==> src/scan_cfg_pkg.sv <==
package scan_cfg_pkg;

    // =====================================================================
    // Register map (byte offsets on the 8-bit register port)
    // =====================================================================
    localparam logic [7:0] OFS_OUTPUT_FORMAT = 8'h09;
    localparam logic [7:0] OFS_RESERVED_ZERO = 8'h0a;
    localparam logic [7:0] OFS_SENSOR_CONFIG = 8'h0b;
    localparam logic [7:0] OFS_TIMING_POL    = 8'h0c;
    localparam logic [7:0] OFS_PATH_STATUS   = 8'h20;

    localparam logic [7:0] RESET_OUTPUT_FORMAT = 8'h00;
    localparam logic [7:0] RESET_SENSOR_CONFIG = 8'h00;
    localparam logic [7:0] RESET_TIMING_POL    = 8'h00;
    localparam logic [7:0] RESERVED_READ       = 8'h00;

    // =====================================================================
    // Field layouts
    // =====================================================================
    // output_format_control: [7:6] unused, [5] format select, [4:3] packing, [2:0] divisor
    typedef struct packed {
        logic [1:0] unused;
        logic       output_format_select;
        logic [1:0] pixel_packing;
        logic [2:0] hdiv_code;
    } format_cfg_s;

    // sensor_configuration: [7:4] colour phase delay, [3] 600 dpi, [2] even/odd,
    // [1] double sampling, [0] positive-going video
    typedef struct packed {
        logic [3:0] colour_phase_delay;
        logic       sensor_600dpi;
        logic       even_odd_readout;
        logic       correlated_double_sampling;
        logic       video_positive;
    } sensor_cfg_s;

    // sensor_timing_polarity: one invert bit per timing line, upper bits unused
    typedef struct packed {
        logic [3:0] unused;
        logic       clamp_pulse_one;
        logic       sensor_reset_pulse;
        logic       phase_two;
        logic       phase_one;
    } timing_s;

    // Packing codes: 1, 2, 4 or 8 bits per pixel
    localparam logic [1:0] PACK_1BPP = 2'h0;
    localparam logic [1:0] PACK_2BPP = 2'h1;
    localparam logic [1:0] PACK_4BPP = 2'h2;
    localparam logic [1:0] PACK_8BPP = 2'h3;

    // Divisor in half steps, indexed by divisor code (1,1.5,2,3,4,6,8,12)
    localparam logic [4:0] HDIV_HALVES [8] = '{5'h02, 5'h03, 5'h04, 5'h06,
                                               5'h08, 5'h0c, 5'h10, 5'h18};
    localparam logic [4:0] HDIV_STEP = 5'h02;
    localparam logic [2:0] HDIV_UNITY = 3'h0;

    // Coefficient allocation limits in pixels
    localparam logic [12:0] COEF_PIXELS_300DPI = 13'h0aaa;  // 2730
    localparam logic [12:0] COEF_PIXELS_600DPI = 13'h1554;  // 5460

    // Room kept free in the byte FIFO before new pixels are taken
    localparam int FIFO_MARGIN = 4;

endpackage : scan_cfg_pkg

==> src/scanner_pixel_format_sensor_config.sv <==
`timescale 1ns/100ps

// =========================================================================
// Byte FIFO
// =========================================================================
module byte_fifo #(
    parameter int WIDTH = 8,
    parameter int DEPTH = 16
) (
    input  wire logic                       ref_clk_in,
    input  wire logic                       nrst_in,
    input  wire logic                       in_valid_in,
    input  wire logic [WIDTH-1:0]           in_data_in,
    output logic                            in_ready_out,
    output logic                            out_valid_out,
    output logic [WIDTH-1:0]                out_data_out,
    input  wire logic                       out_ready_in,
    output logic [$clog2(DEPTH+1)-1:0]      level_out
);
    localparam int AW = $clog2(DEPTH);

    // Pointer arithmetic relies on a power-of-two depth
    if (DEPTH < 2 || (DEPTH & (DEPTH - 1)) != 0)
        $error("byte_fifo: DEPTH must be a power of two, at least 2");

    logic [WIDTH-1:0]           mem_q [DEPTH];
    logic [AW-1:0]              wr_ptr_q;
    logic [AW-1:0]              rd_ptr_q;
    logic [$clog2(DEPTH+1)-1:0] level_q;
    wire                        push = in_valid_in && in_ready_out;
    wire                        pop  = out_valid_out && out_ready_in;

    // Flags come straight from the level, so full and empty never lie
    assign in_ready_out  = (level_q != DEPTH[$clog2(DEPTH+1)-1:0]);
    assign out_valid_out = (level_q != '0);
    assign out_data_out  = mem_q[rd_ptr_q];
    assign level_out     = level_q;

    // Storage has no reset; only pointers and level need a defined value
    always_ff @(posedge ref_clk_in)
    begin
        if (push)
            mem_q[wr_ptr_q] <= in_data_in;
    end

    // Pointers and level
    always_ff @(posedge ref_clk_in or negedge nrst_in)
    begin
        if (!nrst_in)
        begin
            wr_ptr_q <= '0;
            rd_ptr_q <= '0;
            level_q  <= '0;
        end
        else
        begin
            wr_ptr_q <= push ? wr_ptr_q + AW'(1) : wr_ptr_q;
            rd_ptr_q <= pop ? rd_ptr_q + AW'(1) : rd_ptr_q;
            level_q  <= level_q + {{($clog2(DEPTH+1)-1){1'b0}}, push}
                                - {{($clog2(DEPTH+1)-1){1'b0}}, pop};
        end
    end

endmodule : byte_fifo

// =========================================================================
// Pixel format and sensor configuration bank
// =========================================================================
module scanner_pixel_format_sensor_config
    import scan_cfg_pkg::*;
#(
    parameter int FIFO_DEPTH = 16
) (
    input  wire logic                      ref_clk_in,
    input  wire logic                      nrst_in,
    // Register port
    input  wire logic [7:0]                reg_addr_in,
    input  wire logic [7:0]                reg_wdata_in,
    input  wire logic                      reg_wr_in,
    input  wire logic                      reg_rd_in,
    output logic [7:0]                     reg_rdata_out,
    // Corrected pixel stream from the shading stage
    input  wire logic                      pix_valid_in,
    input  wire logic [11:0]               pix_data_in,
    input  wire logic                      coef_zero_in,
    output logic                           pix_ready_out,
    // Byte stream toward the host port
    output logic                           byte_valid_out,
    output logic [7:0]                     byte_data_out,
    input  wire logic                      byte_ready_in,
    // Sensor timing from the timing generator, and to the sensor pins
    input  wire scan_cfg_pkg::timing_s     timing_raw_in,
    output scan_cfg_pkg::timing_s          timing_pins_out,
    // Sensor configuration toward front end and memory controller
    output scan_cfg_pkg::sensor_cfg_s      sensor_cfg_out,
    output logic [12:0]                    coef_pixels_max_out,
    output logic [1:0]                     pixels_per_phase_out
);
    import scan_cfg_pkg::*;

    localparam int LW = $clog2(FIFO_DEPTH + 1);

    // Margin must fit the buffer, and the level must fit the status field
    if (FIFO_DEPTH < 2 * FIFO_MARGIN || LW > 5)
        $error("FIFO_DEPTH does not fit the margin or the status level field");

    // =====================================================================
    // Registers and state
    // =====================================================================
    format_cfg_s  fmt_q;
    sensor_cfg_s  sens_q;
    timing_s      pol_q;
    logic [7:0]   rdata_q;
    logic [4:0]   acc_q;
    logic [4:0]   acc_d;
    logic [7:0]   pk_q;
    logic [7:0]   pk_d;
    logic [2:0]   pk_cnt_q;
    logic [2:0]   pk_cnt_d;
    logic         wr_valid_q;
    logic         wr_valid_d;
    logic [7:0]   wr_data_q;
    logic [7:0]   wr_data_d;
    logic         hold_valid_q;
    logic         hold_valid_d;
    logic [7:0]   hold_data_q;
    logic [7:0]   hold_data_d;
    logic         pix_ready_q;
    logic         out_valid_q;
    logic [7:0]   out_data_q;
    timing_s      pins_q;
    sensor_cfg_s  sens_out_q;
    logic [12:0]  coef_max_q;
    logic [1:0]   ppp_q;
    logic [7:0]   packed_byte;

    // FIFO wiring
    logic         f_in_ready;
    logic         f_out_valid;
    logic [7:0]   f_out_data;
    logic [LW-1:0] f_level;

    // =====================================================================
    // Register decode
    // =====================================================================
    wire sel_fmt    = (reg_addr_in == OFS_OUTPUT_FORMAT);
    wire sel_rsvd   = (reg_addr_in == OFS_RESERVED_ZERO);
    wire sel_sens   = (reg_addr_in == OFS_SENSOR_CONFIG);
    wire sel_pol    = (reg_addr_in == OFS_TIMING_POL);
    wire sel_status = (reg_addr_in == OFS_PATH_STATUS);
    wire wr_fmt     = reg_wr_in && sel_fmt;
    wire wr_sens    = reg_wr_in && sel_sens;
    wire wr_pol     = reg_wr_in && sel_pol;

    // Status view of the data path
    wire [7:0] status_word = {1'b0, hold_valid_q, wr_valid_q,
                              5'(f_level)};

    // Read mux; the reserved register and unmapped addresses read zero
    wire [7:0] rd_mux =
        sel_fmt    ? 8'(fmt_q)  :
        sel_rsvd   ? RESERVED_READ :
        sel_sens   ? 8'(sens_q) :
        sel_pol    ? 8'(pol_q)  :
        sel_status ? status_word : 8'h00;

    // =====================================================================
    // Pixel front end
    // =====================================================================
    wire        pix_fire = pix_valid_in && pix_ready_q;
    // Negative-going video is flipped so bigger always means brighter
    wire [11:0] norm_px  = sens_q.video_positive ? pix_data_in : ~pix_data_in;

    // Fractional decimation in half steps handles the 1.5 and 3 divisors
    wire [4:0]  hdiv_halves = HDIV_HALVES[fmt_q.hdiv_code];
    wire [4:0]  acc_sum     = acc_q + HDIV_STEP;
    wire        keep_px     = (acc_sum >= hdiv_halves);

    // Ten-bit value after the divisor, and the gamma stage
    wire [9:0]  ten_px   = norm_px[11:2];
    // Gamma tables live outside this block; an identity map keeps the top bits
    wire [7:0]  gamma_px = ten_px[9:2];

    // Two-byte modes and the raw converter case
    wire        two_byte = fmt_q.output_format_select;
    wire        raw12    = two_byte && (fmt_q.hdiv_code == HDIV_UNITY)
                           && coef_zero_in;
    wire [7:0]  first_b  = raw12 ? {4'h0, norm_px[11:8]} : {4'h0, ten_px[9:6]};
    wire [7:0]  second_b = raw12 ? norm_px[7:0] : {ten_px[5:0], 2'b00};

    // Pixels per byte, minus one, for each packing depth
    wire [2:0]  pk_last =
        (fmt_q.pixel_packing == PACK_1BPP) ? 3'h7 :
        (fmt_q.pixel_packing == PACK_2BPP) ? 3'h3 :
        (fmt_q.pixel_packing == PACK_4BPP) ? 3'h1 : 3'h0;
    wire        pk_full  = (pk_cnt_q == pk_last);

    // Shift in the top bits of each pixel, first pixel ends up leftmost
    always_comb
    begin
        case (fmt_q.pixel_packing)
            PACK_1BPP: packed_byte = {pk_q[6:0], gamma_px[7]};
            PACK_2BPP: packed_byte = {pk_q[5:0], gamma_px[7:6]};
            PACK_4BPP: packed_byte = {pk_q[3:0], gamma_px[7:4]};
            default:   packed_byte = gamma_px;
        endcase
    end

    wire take_px   = pix_fire && keep_px;
    wire new_two   = take_px && two_byte;
    wire new_pack  = take_px && !two_byte && pk_full;
    wire push_wr   = wr_valid_q && f_in_ready;

    // =====================================================================
    // Divisor and packer next state
    // =====================================================================
    // A write to the format register restarts a partial byte and the phase
    always_comb
    begin
        acc_d    = acc_q;
        pk_d     = pk_q;
        pk_cnt_d = pk_cnt_q;
        if (wr_fmt)
        begin
            acc_d    = '0;
            pk_d     = '0;
            pk_cnt_d = '0;
        end
        else if (pix_fire)
        begin
            acc_d = keep_px ? acc_sum - hdiv_halves : acc_sum;
            if (keep_px && !two_byte)
            begin
                pk_d     = pk_full ? 8'h00 : packed_byte;
                pk_cnt_d = pk_full ? 3'h0 : pk_cnt_q + 3'h1;
            end
        end
    end

    // =====================================================================
    // Byte writer: one byte per cycle into the FIFO, second byte waits
    // =====================================================================
    always_comb
    begin
        wr_valid_d   = wr_valid_q;
        wr_data_d    = wr_data_q;
        hold_valid_d = hold_valid_q;
        hold_data_d  = hold_data_q;
        if (new_two)
        begin
            wr_valid_d   = 1'b1;
            wr_data_d    = first_b;
            hold_valid_d = 1'b1;
            hold_data_d  = second_b;
        end
        else if (new_pack)
        begin
            wr_valid_d = 1'b1;
            wr_data_d  = packed_byte;
        end
        else if (hold_valid_q && (push_wr || !wr_valid_q))
        begin
            wr_valid_d   = 1'b1;
            wr_data_d    = hold_data_q;
            hold_valid_d = 1'b0;
        end
        else if (push_wr)
            wr_valid_d = 1'b0;
    end

    // Stale-level margin covers the byte in flight plus one late pixel
    wire room_ok = (f_level <= LW'(FIFO_DEPTH - FIFO_MARGIN));
    wire ready_d = room_ok && !hold_valid_d;

    // Output stage pulls from the FIFO whenever it is empty or taken
    wire f_out_ready = !out_valid_q || byte_ready_in;
    wire load_out    = f_out_valid && f_out_ready;

    byte_fifo #(
        .WIDTH (8),
        .DEPTH (FIFO_DEPTH)
    ) u_fifo (
        .ref_clk_in    (ref_clk_in),
        .nrst_in       (nrst_in),
        .in_valid_in   (wr_valid_q),
        .in_data_in    (wr_data_q),
        .in_ready_out  (f_in_ready),
        .out_valid_out (f_out_valid),
        .out_data_out  (f_out_data),
        .out_ready_in  (f_out_ready),
        .level_out     (f_level)
    );

    // =====================================================================
    // Configuration registers
    // =====================================================================
    always_ff @(posedge ref_clk_in or negedge nrst_in)
    begin
        if (!nrst_in)
        begin
            fmt_q   <= format_cfg_s'(RESET_OUTPUT_FORMAT);
            sens_q  <= sensor_cfg_s'(RESET_SENSOR_CONFIG);
            pol_q   <= timing_s'(RESET_TIMING_POL);
            rdata_q <= 8'h00;
        end
        else
        begin
            if (wr_fmt)
                fmt_q <= format_cfg_s'(reg_wdata_in);
            if (wr_sens)
                sens_q <= sensor_cfg_s'(reg_wdata_in);
            if (wr_pol)
                pol_q <= timing_s'({4'h0, reg_wdata_in[3:0]});
            rdata_q <= reg_rd_in ? rd_mux : 8'h00;
        end
    end

    // =====================================================================
    // Data path state
    // =====================================================================
    always_ff @(posedge ref_clk_in or negedge nrst_in)
    begin
        if (!nrst_in)
        begin
            acc_q        <= '0;
            pk_q         <= '0;
            pk_cnt_q     <= '0;
            wr_valid_q   <= 1'b0;
            wr_data_q    <= '0;
            hold_valid_q <= 1'b0;
            hold_data_q  <= '0;
            pix_ready_q  <= 1'b0;
        end
        else
        begin
            acc_q        <= acc_d;
            pk_q         <= pk_d;
            pk_cnt_q     <= pk_cnt_d;
            wr_valid_q   <= wr_valid_d;
            wr_data_q    <= wr_data_d;
            hold_valid_q <= hold_valid_d;
            hold_data_q  <= hold_data_d;
            pix_ready_q  <= ready_d;
        end
    end

    // Host-facing byte register
    always_ff @(posedge ref_clk_in or negedge nrst_in)
    begin
        if (!nrst_in)
        begin
            out_valid_q <= 1'b0;
            out_data_q  <= '0;
        end
        else if (f_out_ready)
        begin
            out_valid_q <= f_out_valid;
            out_data_q  <= load_out ? f_out_data : out_data_q;
        end
    end

    // =====================================================================
    // Sensor side outputs
    // =====================================================================
    // Registered so pins change on one edge, no glitch from the XOR
    always_ff @(posedge ref_clk_in or negedge nrst_in)
    begin
        if (!nrst_in)
        begin
            pins_q     <= '0;
            sens_out_q <= '0;
            coef_max_q <= '0;
            ppp_q      <= '0;
        end
        else
        begin
            pins_q     <= timing_s'({4'h0, timing_raw_in[3:0] ^ pol_q[3:0]});
            sens_out_q <= sens_q;
            coef_max_q <= sens_q.sensor_600dpi ? COEF_PIXELS_600DPI
                                               : COEF_PIXELS_300DPI;
            ppp_q      <= sens_q.even_odd_readout ? 2'h2 : 2'h1;
        end
    end

    // =====================================================================
    // Output assignments
    // =====================================================================
    assign reg_rdata_out        = rdata_q;
    assign pix_ready_out        = pix_ready_q;
    assign byte_valid_out       = out_valid_q;
    assign byte_data_out        = out_data_q;
    assign timing_pins_out      = pins_q;
    assign sensor_cfg_out       = sens_out_q;
    assign coef_pixels_max_out  = coef_max_q;
    assign pixels_per_phase_out = ppp_q;

endmodule : scanner_pixel_format_sensor_config

==> config.mk <==
export PLATFORM = sky130hd
export DESIGN_NAME = scanner_pixel_format_sensor_config
export DESIGN_NICKNAME = d
export VERILOG_FILES = /design/src/scan_cfg_pkg.sv /design/src/scanner_pixel_format_sensor_config.sv
export SDC_FILE = /design/constraint.sdc
export NUM_CORES = 1
export LEC_CHECK = 0
export BUFFER_PORTS_ARGS = -buffer_cell sky130_fd_sc_hd__buf_2
export CAP_MARGIN = 30
export CORE_MARGIN = 3
export CORE_UTILIZATION = 50
export CTS_CLUSTER_DIAMETER = 100
export CTS_CLUSTER_SIZE = 20
export DETAILED_ROUTE_END_ITERATION = 10
export HOLD_SLACK_MARGIN = 0.06
export PLACE_DENSITY = 0.7
export SKIP_CTS_REPAIR_TIMING = 1
export SYNTH_ARGS = -nofsm -noshare
export SYNTH_HDL_FRONTEND = slang
export SYNTH_SLANG_ARGS = --single-unit
==> constraint.sdc <==
create_clock -name ref_clk_in -period 3.3 [get_ports ref_clk_in]
set_clock_uncertainty 0.1 [all_clocks]
set_input_delay 0.33 -clock ref_clk_in [delete_from_list [all_inputs] [get_ports ref_clk_in]]
set_output_delay 0.33 -clock ref_clk_in [all_outputs]
set_load 0.005 [all_outputs]
======== Yosys cells after proc, flatten, opt, wreduce, memory -nomap -nowiden ========
Memories as Yosys holds them, arrays and structs flattened. A register that Yosys moved wholly into a read port is not among the register bits.
Cells that the tools add are included.
storage, ports and cells
  flip-flop bits (word level) ............. 103
  logic and storage cells ................. 131
  memory bits (writable) .................. 128
  ROM bits ................................ 40
  output and inout bits ................... 49
  latch bits .............................. 0
  memories kept ........................... 2
  input port bits ......................... 43
operators by class
  shifts and indexed selects .............. 0
  $mul .................................... 0
  bitwise gates (word level) .............. 3
  equality and inequality tests ........... 9
  magnitude comparators ................... 3
  reductions and logical operators ........ 31
  add/sub/neg operators ................... 7
  mux-type cells .......................... 39
  div/mod/pow operators ................... 0
memories
  memory           words  bits a word  read ports  clocked after Yosys merged registers in  wr ports  RTL line                                   RTL
  u_fifo.mem_q     16     8            1           1                                        1         scanner_pixel_format_sensor_config.sv:26   logic [WIDTH-1:0] mem_q [DEPTH];
  (no name shown)  8      5            1           0                                        0         scanner_pixel_format_sensor_config.sv:175  wire [4:0] hdiv_halves = HDIV_HALVES[fmt_q.hdiv_code];
operators by type and width
  operator                                                                count
  8-bit two-way mux                                                       7
  7-bit two-way mux                                                       6
  8-bit by 4-bit == test with 1-bit output (second input constant)        4
  5-bit two-way mux                                                       5
  8-bit one-hot mux with 3 select lines                                   1
  1-bit logical AND                                                       15
  3-bit two-way mux                                                       5
  13-bit two-way mux                                                      1
  12-bit two-way mux                                                      1
  12-bit NOT                                                              1
  1-bit two-way mux                                                       10
  4-bit by 1-bit adder with 4-bit output (second input constant)          2
  8-bit by 6-bit == test with 1-bit output (second input constant)        1
  2-bit two-way mux                                                       3
  5-bit by 1-bit adder with 5-bit output                                  1
  5-bit by 2-bit adder with 5-bit output (second input constant)          1
  5-bit greater-or-equal comparator                                       1
  5-bit by 4-bit <= comparator with 1-bit output (second input constant)  1
  1-bit logical NOT                                                       5
  5-bit inequality test (second input constant)                           1
  5-bit nonzero test                                                      1
  5-bit by 1-bit subtractor with 5-bit output                             1
  5-bit subtractor                                                        1
  4-bit greater-or-equal comparator (second input constant)               1
  other kinds (13)                                                        16

======== Longest topological paths before layout ========
  depth after elaboration ................. 12
  gate-level depth with buffers ........... 16
  mapped depth without buffers ............ 15

======== Cells and area by module ========
A second synthesis with hierarchy kept.
unflattened totals
  cell total of the unflattened synthesis .. 700
  area, all modules ....................... 10,143.5 µm²
by module, submodules not included
  module                              seq. area each (µm²)  area each (µm²)  cells each  instances
  byte_fifo                           4,169.0               5,749.3          321         1
  scanner_pixel_format_sensor_config  2,127.0               4,394.2          379         1

======== Worst setup path after synthesis ========
OpenSTA, ideal clock, no wires.
  path type ............................... register to register
  from .................................... register u_fifo.level_q[2], in the netlist u_fifo.level_out[2]
  to ...................................... register u_fifo.level_q[4], in the netlist u_fifo.level_out[4]
  data required time ...................... 3.078 ns
  stages on the path, launching flop included .. 17
  data arrival time ....................... 2.524 ns
  clock period less this slack ............ 2.746 ns
  setup slack ............................. 0.554 ns
  buffers on the path ..................... 1
  library setup time ...................... 0.122 ns
  cell sequence ........................... dfrtp_1 inv_1 ha_1 nand2_1 nor2_1 a21oi_1 buf_2 ha_1 inv_1 ha_1 inv_1 fa_1 inv_1 a21oi_1 nor2_1 nor2_1 xnor2_1
on the way
  elaborated cells between the ends (all ways) .. 6
  those cells by class .................... add/sub (2); eq/ne (1); reduce/logical (3)
RTL lines
  item                                         RTL line                                   RTL
  start: declaration                           scanner_pixel_format_sensor_config.sv:29   logic [$clog2(DEPTH+1)-1:0] level_q;
  start signal: assignment                     scanner_pixel_format_sensor_config.sv:59   level_q <= level_q + {{($clog2(DEPTH+1)-1){1'b0}}, push}
  5-bit nonzero test                           scanner_pixel_format_sensor_config.sv:35   assign out_valid_out = (level_q != '0);
  1-bit logical AND                            n/a
  via load_out                                 scanner_pixel_format_sensor_config.sv:277  wire load_out = f_out_valid && f_out_ready;
  5-bit by 1-bit subtractor with 5-bit output  scanner_pixel_format_sensor_config.sv:60   - {{($clog2(DEPTH+1)-1){1'b0}}, pop};
The timed path passes the listed nets, and every way through them passes these cells.
A chain may end at the register's enable or synchronous reset.

======== Final worst setup path ========
  from .................................... register acc_q[1]
  to ...................................... register pk_q[0]
on the way
  word-level cells in the longest chain between the ends .. 5
RTL lines
  item                                    RTL line                                   RTL
  start: declaration                      scanner_pixel_format_sensor_config.sv:114  logic [4:0] acc_q;
  start signal: assignment                scanner_pixel_format_sensor_config.sv:325  acc_q <= '0;
  start signal: assignment                scanner_pixel_format_sensor_config.sv:336  acc_q <= acc_d;
  5-bit by 2-bit adder with 5-bit output  scanner_pixel_format_sensor_config.sv:176  wire [4:0] acc_sum = acc_q + HDIV_STEP;
  5-bit greater-or-equal comparator       scanner_pixel_format_sensor_config.sv:177  wire keep_px = (acc_sum >= hdiv_halves);
  1-bit logical AND                       scanner_pixel_format_sensor_config.sv:232  if (keep_px && !two_byte)
  2-bit nonzero test (no line)            n/a
  2-bit AND reduction (no line)           n/a
  end signal: assignment                  scanner_pixel_format_sensor_config.sv:337  pk_q <= pk_d;
  end: declaration                        scanner_pixel_format_sensor_config.sv:116  logic [7:0] pk_q;
Every way passes these cells.

==> flow_summary.toml <==
[run_status]
outcome = "complete, no violations"

[cts]
cts-root-buf = "clkbuf_16"
clk_latency_ns = 0.48
htreeDepth = 1
clk_path_buf_depth = 3
numCtsBuffers = 15
cts.sinks = 226
cts_tree = "done"
clkTransAtPathRegs_ns = 0.08

[layout]
drive_above_1_share_pct = 24.57
nFillCells = 1490
finalNetCount = 806
multi_input_area_mm2 = 0.003386
area_growth_syn_to_layout_pct = 11.89
final_area_mm2 = 0.01125
diodes = 0
final_core_util_pct = 57.41
final-instance-count-excl-fill = 1014
register_area_mm2 = 0.006297

[power]
switching_share_pct = 30.70
seq_power_share_pct = 48.5
p_switching_mw = 2.377
comb_power_share_pct = 28.7
power.leakage_nw = 4.733
power_density_mw_per_mm2 = 688.3
power.total_mw = 7.741
max-vdd-ir-drop_uv = 451.8
clkPwrFrac_pct = 22.9
cellInternalPower_mw = 5.364

[timing]
setup_tns_ns = 0
fin_crit_sh_pct = 93.81
tightestPinTransition_ns = 0.8727
holdWs_ns = 0.08743
slew_violations = 0
fin_ws_ns = 0.2042
setup_viol = 0
slew_headroom_pct = 41.82
fmax_mhz = 323.0
min_period_ns = 3.096
hold_violations = 0
rsz0062_at_grt = "false"

[floorplan]
ios = 92
die_w_um = 147.8
die_y_um = 147.8
dieArea_mm2 = 0.02184
placementRows = 51
core_region_area_mm2 = 0.01959
start_util_pct = 51.31

[yosys]
ys_seq_elements = 226
synthXorXnorAreaFrac_pct = 2.876
synth_cell_types = 55
syn_area_per_cell_um2 = 15.37
synth-compound-area-share_pct = 5.291
synth_area_leaders = "edfxtp_1 (38%), dfrtp_1 (24%), mux4_2 (6.3%)"
synth_fa_ha_area_share_pct = 2.888
synth_common_cells = "edfxtp_1 (128), dfrtp_1 (98), nor2_1 (37)"
synthFlopType = "edfxtp_1"
synth_edf_count = 128
async_reset_ff_share_pct = 43.36
ys_seq_area_share_pct = 62.64
yosysMostFrequentCell = "edfxtp_1"
synth_top_area_share_pct = 38.24
synth_top_family_by_area = "multiplexers"
synth_simple_gate_area_share_pct = 6.548
muxShareOfSynthArea_pct = 15.83
yosys.area.top_type = "edfxtp_1"
syn_area_mm2 = 0.01005
syn-instance-count = 654
yosysWarnings = 0

[routing]
totalWireLength_um = 19500
dr.pass1.iters = 6
viasPerCell = 5.636
drt_iter0_drc = 419
ant_nets = 0
drt-wirelength-per-cell_um = 19.23
dr_total_vias = 5715
drc = 0

[critical_path]
endpoint_kind = "register"
arrival_ns = 3.36
start_kind = "register"
worst_path_max_delay_cell = "a2111o_1"
critPathKind = "reg2reg"
rr_worst_depth = 8
regToRegSetupSlack_ns = 0.20
cpPeakStageDelay_ns = 0.67
r2r-start = "acc_q[1]"
cpMostUsedCell = "ha_1"
path_cells = "ha_1 > ha_1 > nor2b_1 > a221oi_2 > a2111o_1 > nor2_4 > a22oi_1 > nor2_1"
worstPathRequired_ns = 3.56
timing.critical_path.fanout_max = 17
endpoint = "pk_q[0]"
cp-startpoint = "acc_q[1]"
rr_endpoint = "pk_q[0]"

[job]
maxCapViolations = 0

[grt]
antenna_found_initial = 0
grt_pass1_vias = 5799
grt_max_degree = 54
track_usage_pct = 18.04
grt_pass1_wl_um = 31390
grt_overflow = 0

[place]
dpl.hpwl_um = 13780
io_buffers = 82
dp_slack_ns = 0.2195
place_inst = 973
gp_congestion = 0.8904
place_area_mm2 = 0.01065

[hold_path]
hp-class = "in2reg"
worst min-delay path by stage:
stage / slack (ns) / cells after the start / start / end
finish: 0.09 / 3 / coef_zero_in / hold_data_q[1]
CTS: -0.18 / 1 / nrst_in / wr_valid_q
global placement: 0.28 / 0 / sens_q[1] / sensor_cfg_out[1]
floorplan: -0.07 / 0 / nrst_in / acc_q[0]
global route: 0.1 / 3 / pix_data_in[3] / hold_data_q[3]
detailed placement: 0.29 / 0 / sens_q[1] / sensor_cfg_out[1]
final cells by class:
| class | instances | area share, % |
|---|---|---|
| sequential | 226 | 56.00 |
| tap | 265 | 2.948 |
| multi-input combinational | 360 | 30.11 |
| clock inverter | 1 | 0.1446 |
| timing repair buffer | 114 | 6.275 |
| inverter | 24 | 0.8011 |
| clock buffer | 24 | 3.727 |
cell families after synthesis:
| family | Yosys count |
|---|---|
| flops | 226 |
| simple gates | 133 |
| mux | 89 |
| compound gates | 78 |
| buf+inv | 72 |
| xor+xnor | 33 |
| fa+ha+maj | 22 |
| other cells | 1 |
flip-flops by register name (all words and copies together) (netlist names), 6 cells and up:
signal and count:
hold_data_q 8, reg_rdata_out 8, sens_q 8, pk_q 7, u_fifo.mem_q 128, sensor_cfg_out 6
fmt_q 7, wr_data_q 8, byte_data_out 8
placed cells by master, fill, tap and decap left out, types with 5 or more instances in the layout:
cell	instances
conb_1	5
dfrtp_1	97
clkbuf_1	8
edfxtp_1	128
a21oi_1	11
inv_1	24
and2_1	10
xor2_1	15
mux4_2	28
nor2b_1	9
nand2_1	35
buf_4	16
a22oi_1	14
buf_2	81
xnor2_1	18
dlygate4sd3_1	16
mux2i_1	12
o31ai_1	7
mux4_1	18
nand2b_1	5
o21ai_0	17
clkbuf_16	15
nor3_1	10
nor2_1	37
o22ai_1	7
mux2_4	5
mux2_2	26
ha_1	20
metal layers:
layer,wire length [µm],GRT usage [%]
met4,424,4.240
met3,941,3.004
met1,7959,24.08
met5,0,0
met2,10170,31.34
power by group through the flow:
stage	clock network (mW)	logic (mW)	registers, mW
final	1.77	2.22	3.75
after CTS	1.82	2.23	3.76
after global routing	1.93	2.45	3.81
after floorplan	0	1.87	3.59
after detailed placement	0	2.21	3.82
after global placement	0	2.11	3.79
critical path, delay by kind of cell, from the launching register on:
kind | cells | cell delay (ns)
compound gates | 3 | 1.28
fa+ha+maj | 2 | 0.74
flops | 1 | 0.47
simple gates | 3 | 0.38
No activity file was read; power rests on OpenSTA's default activity.
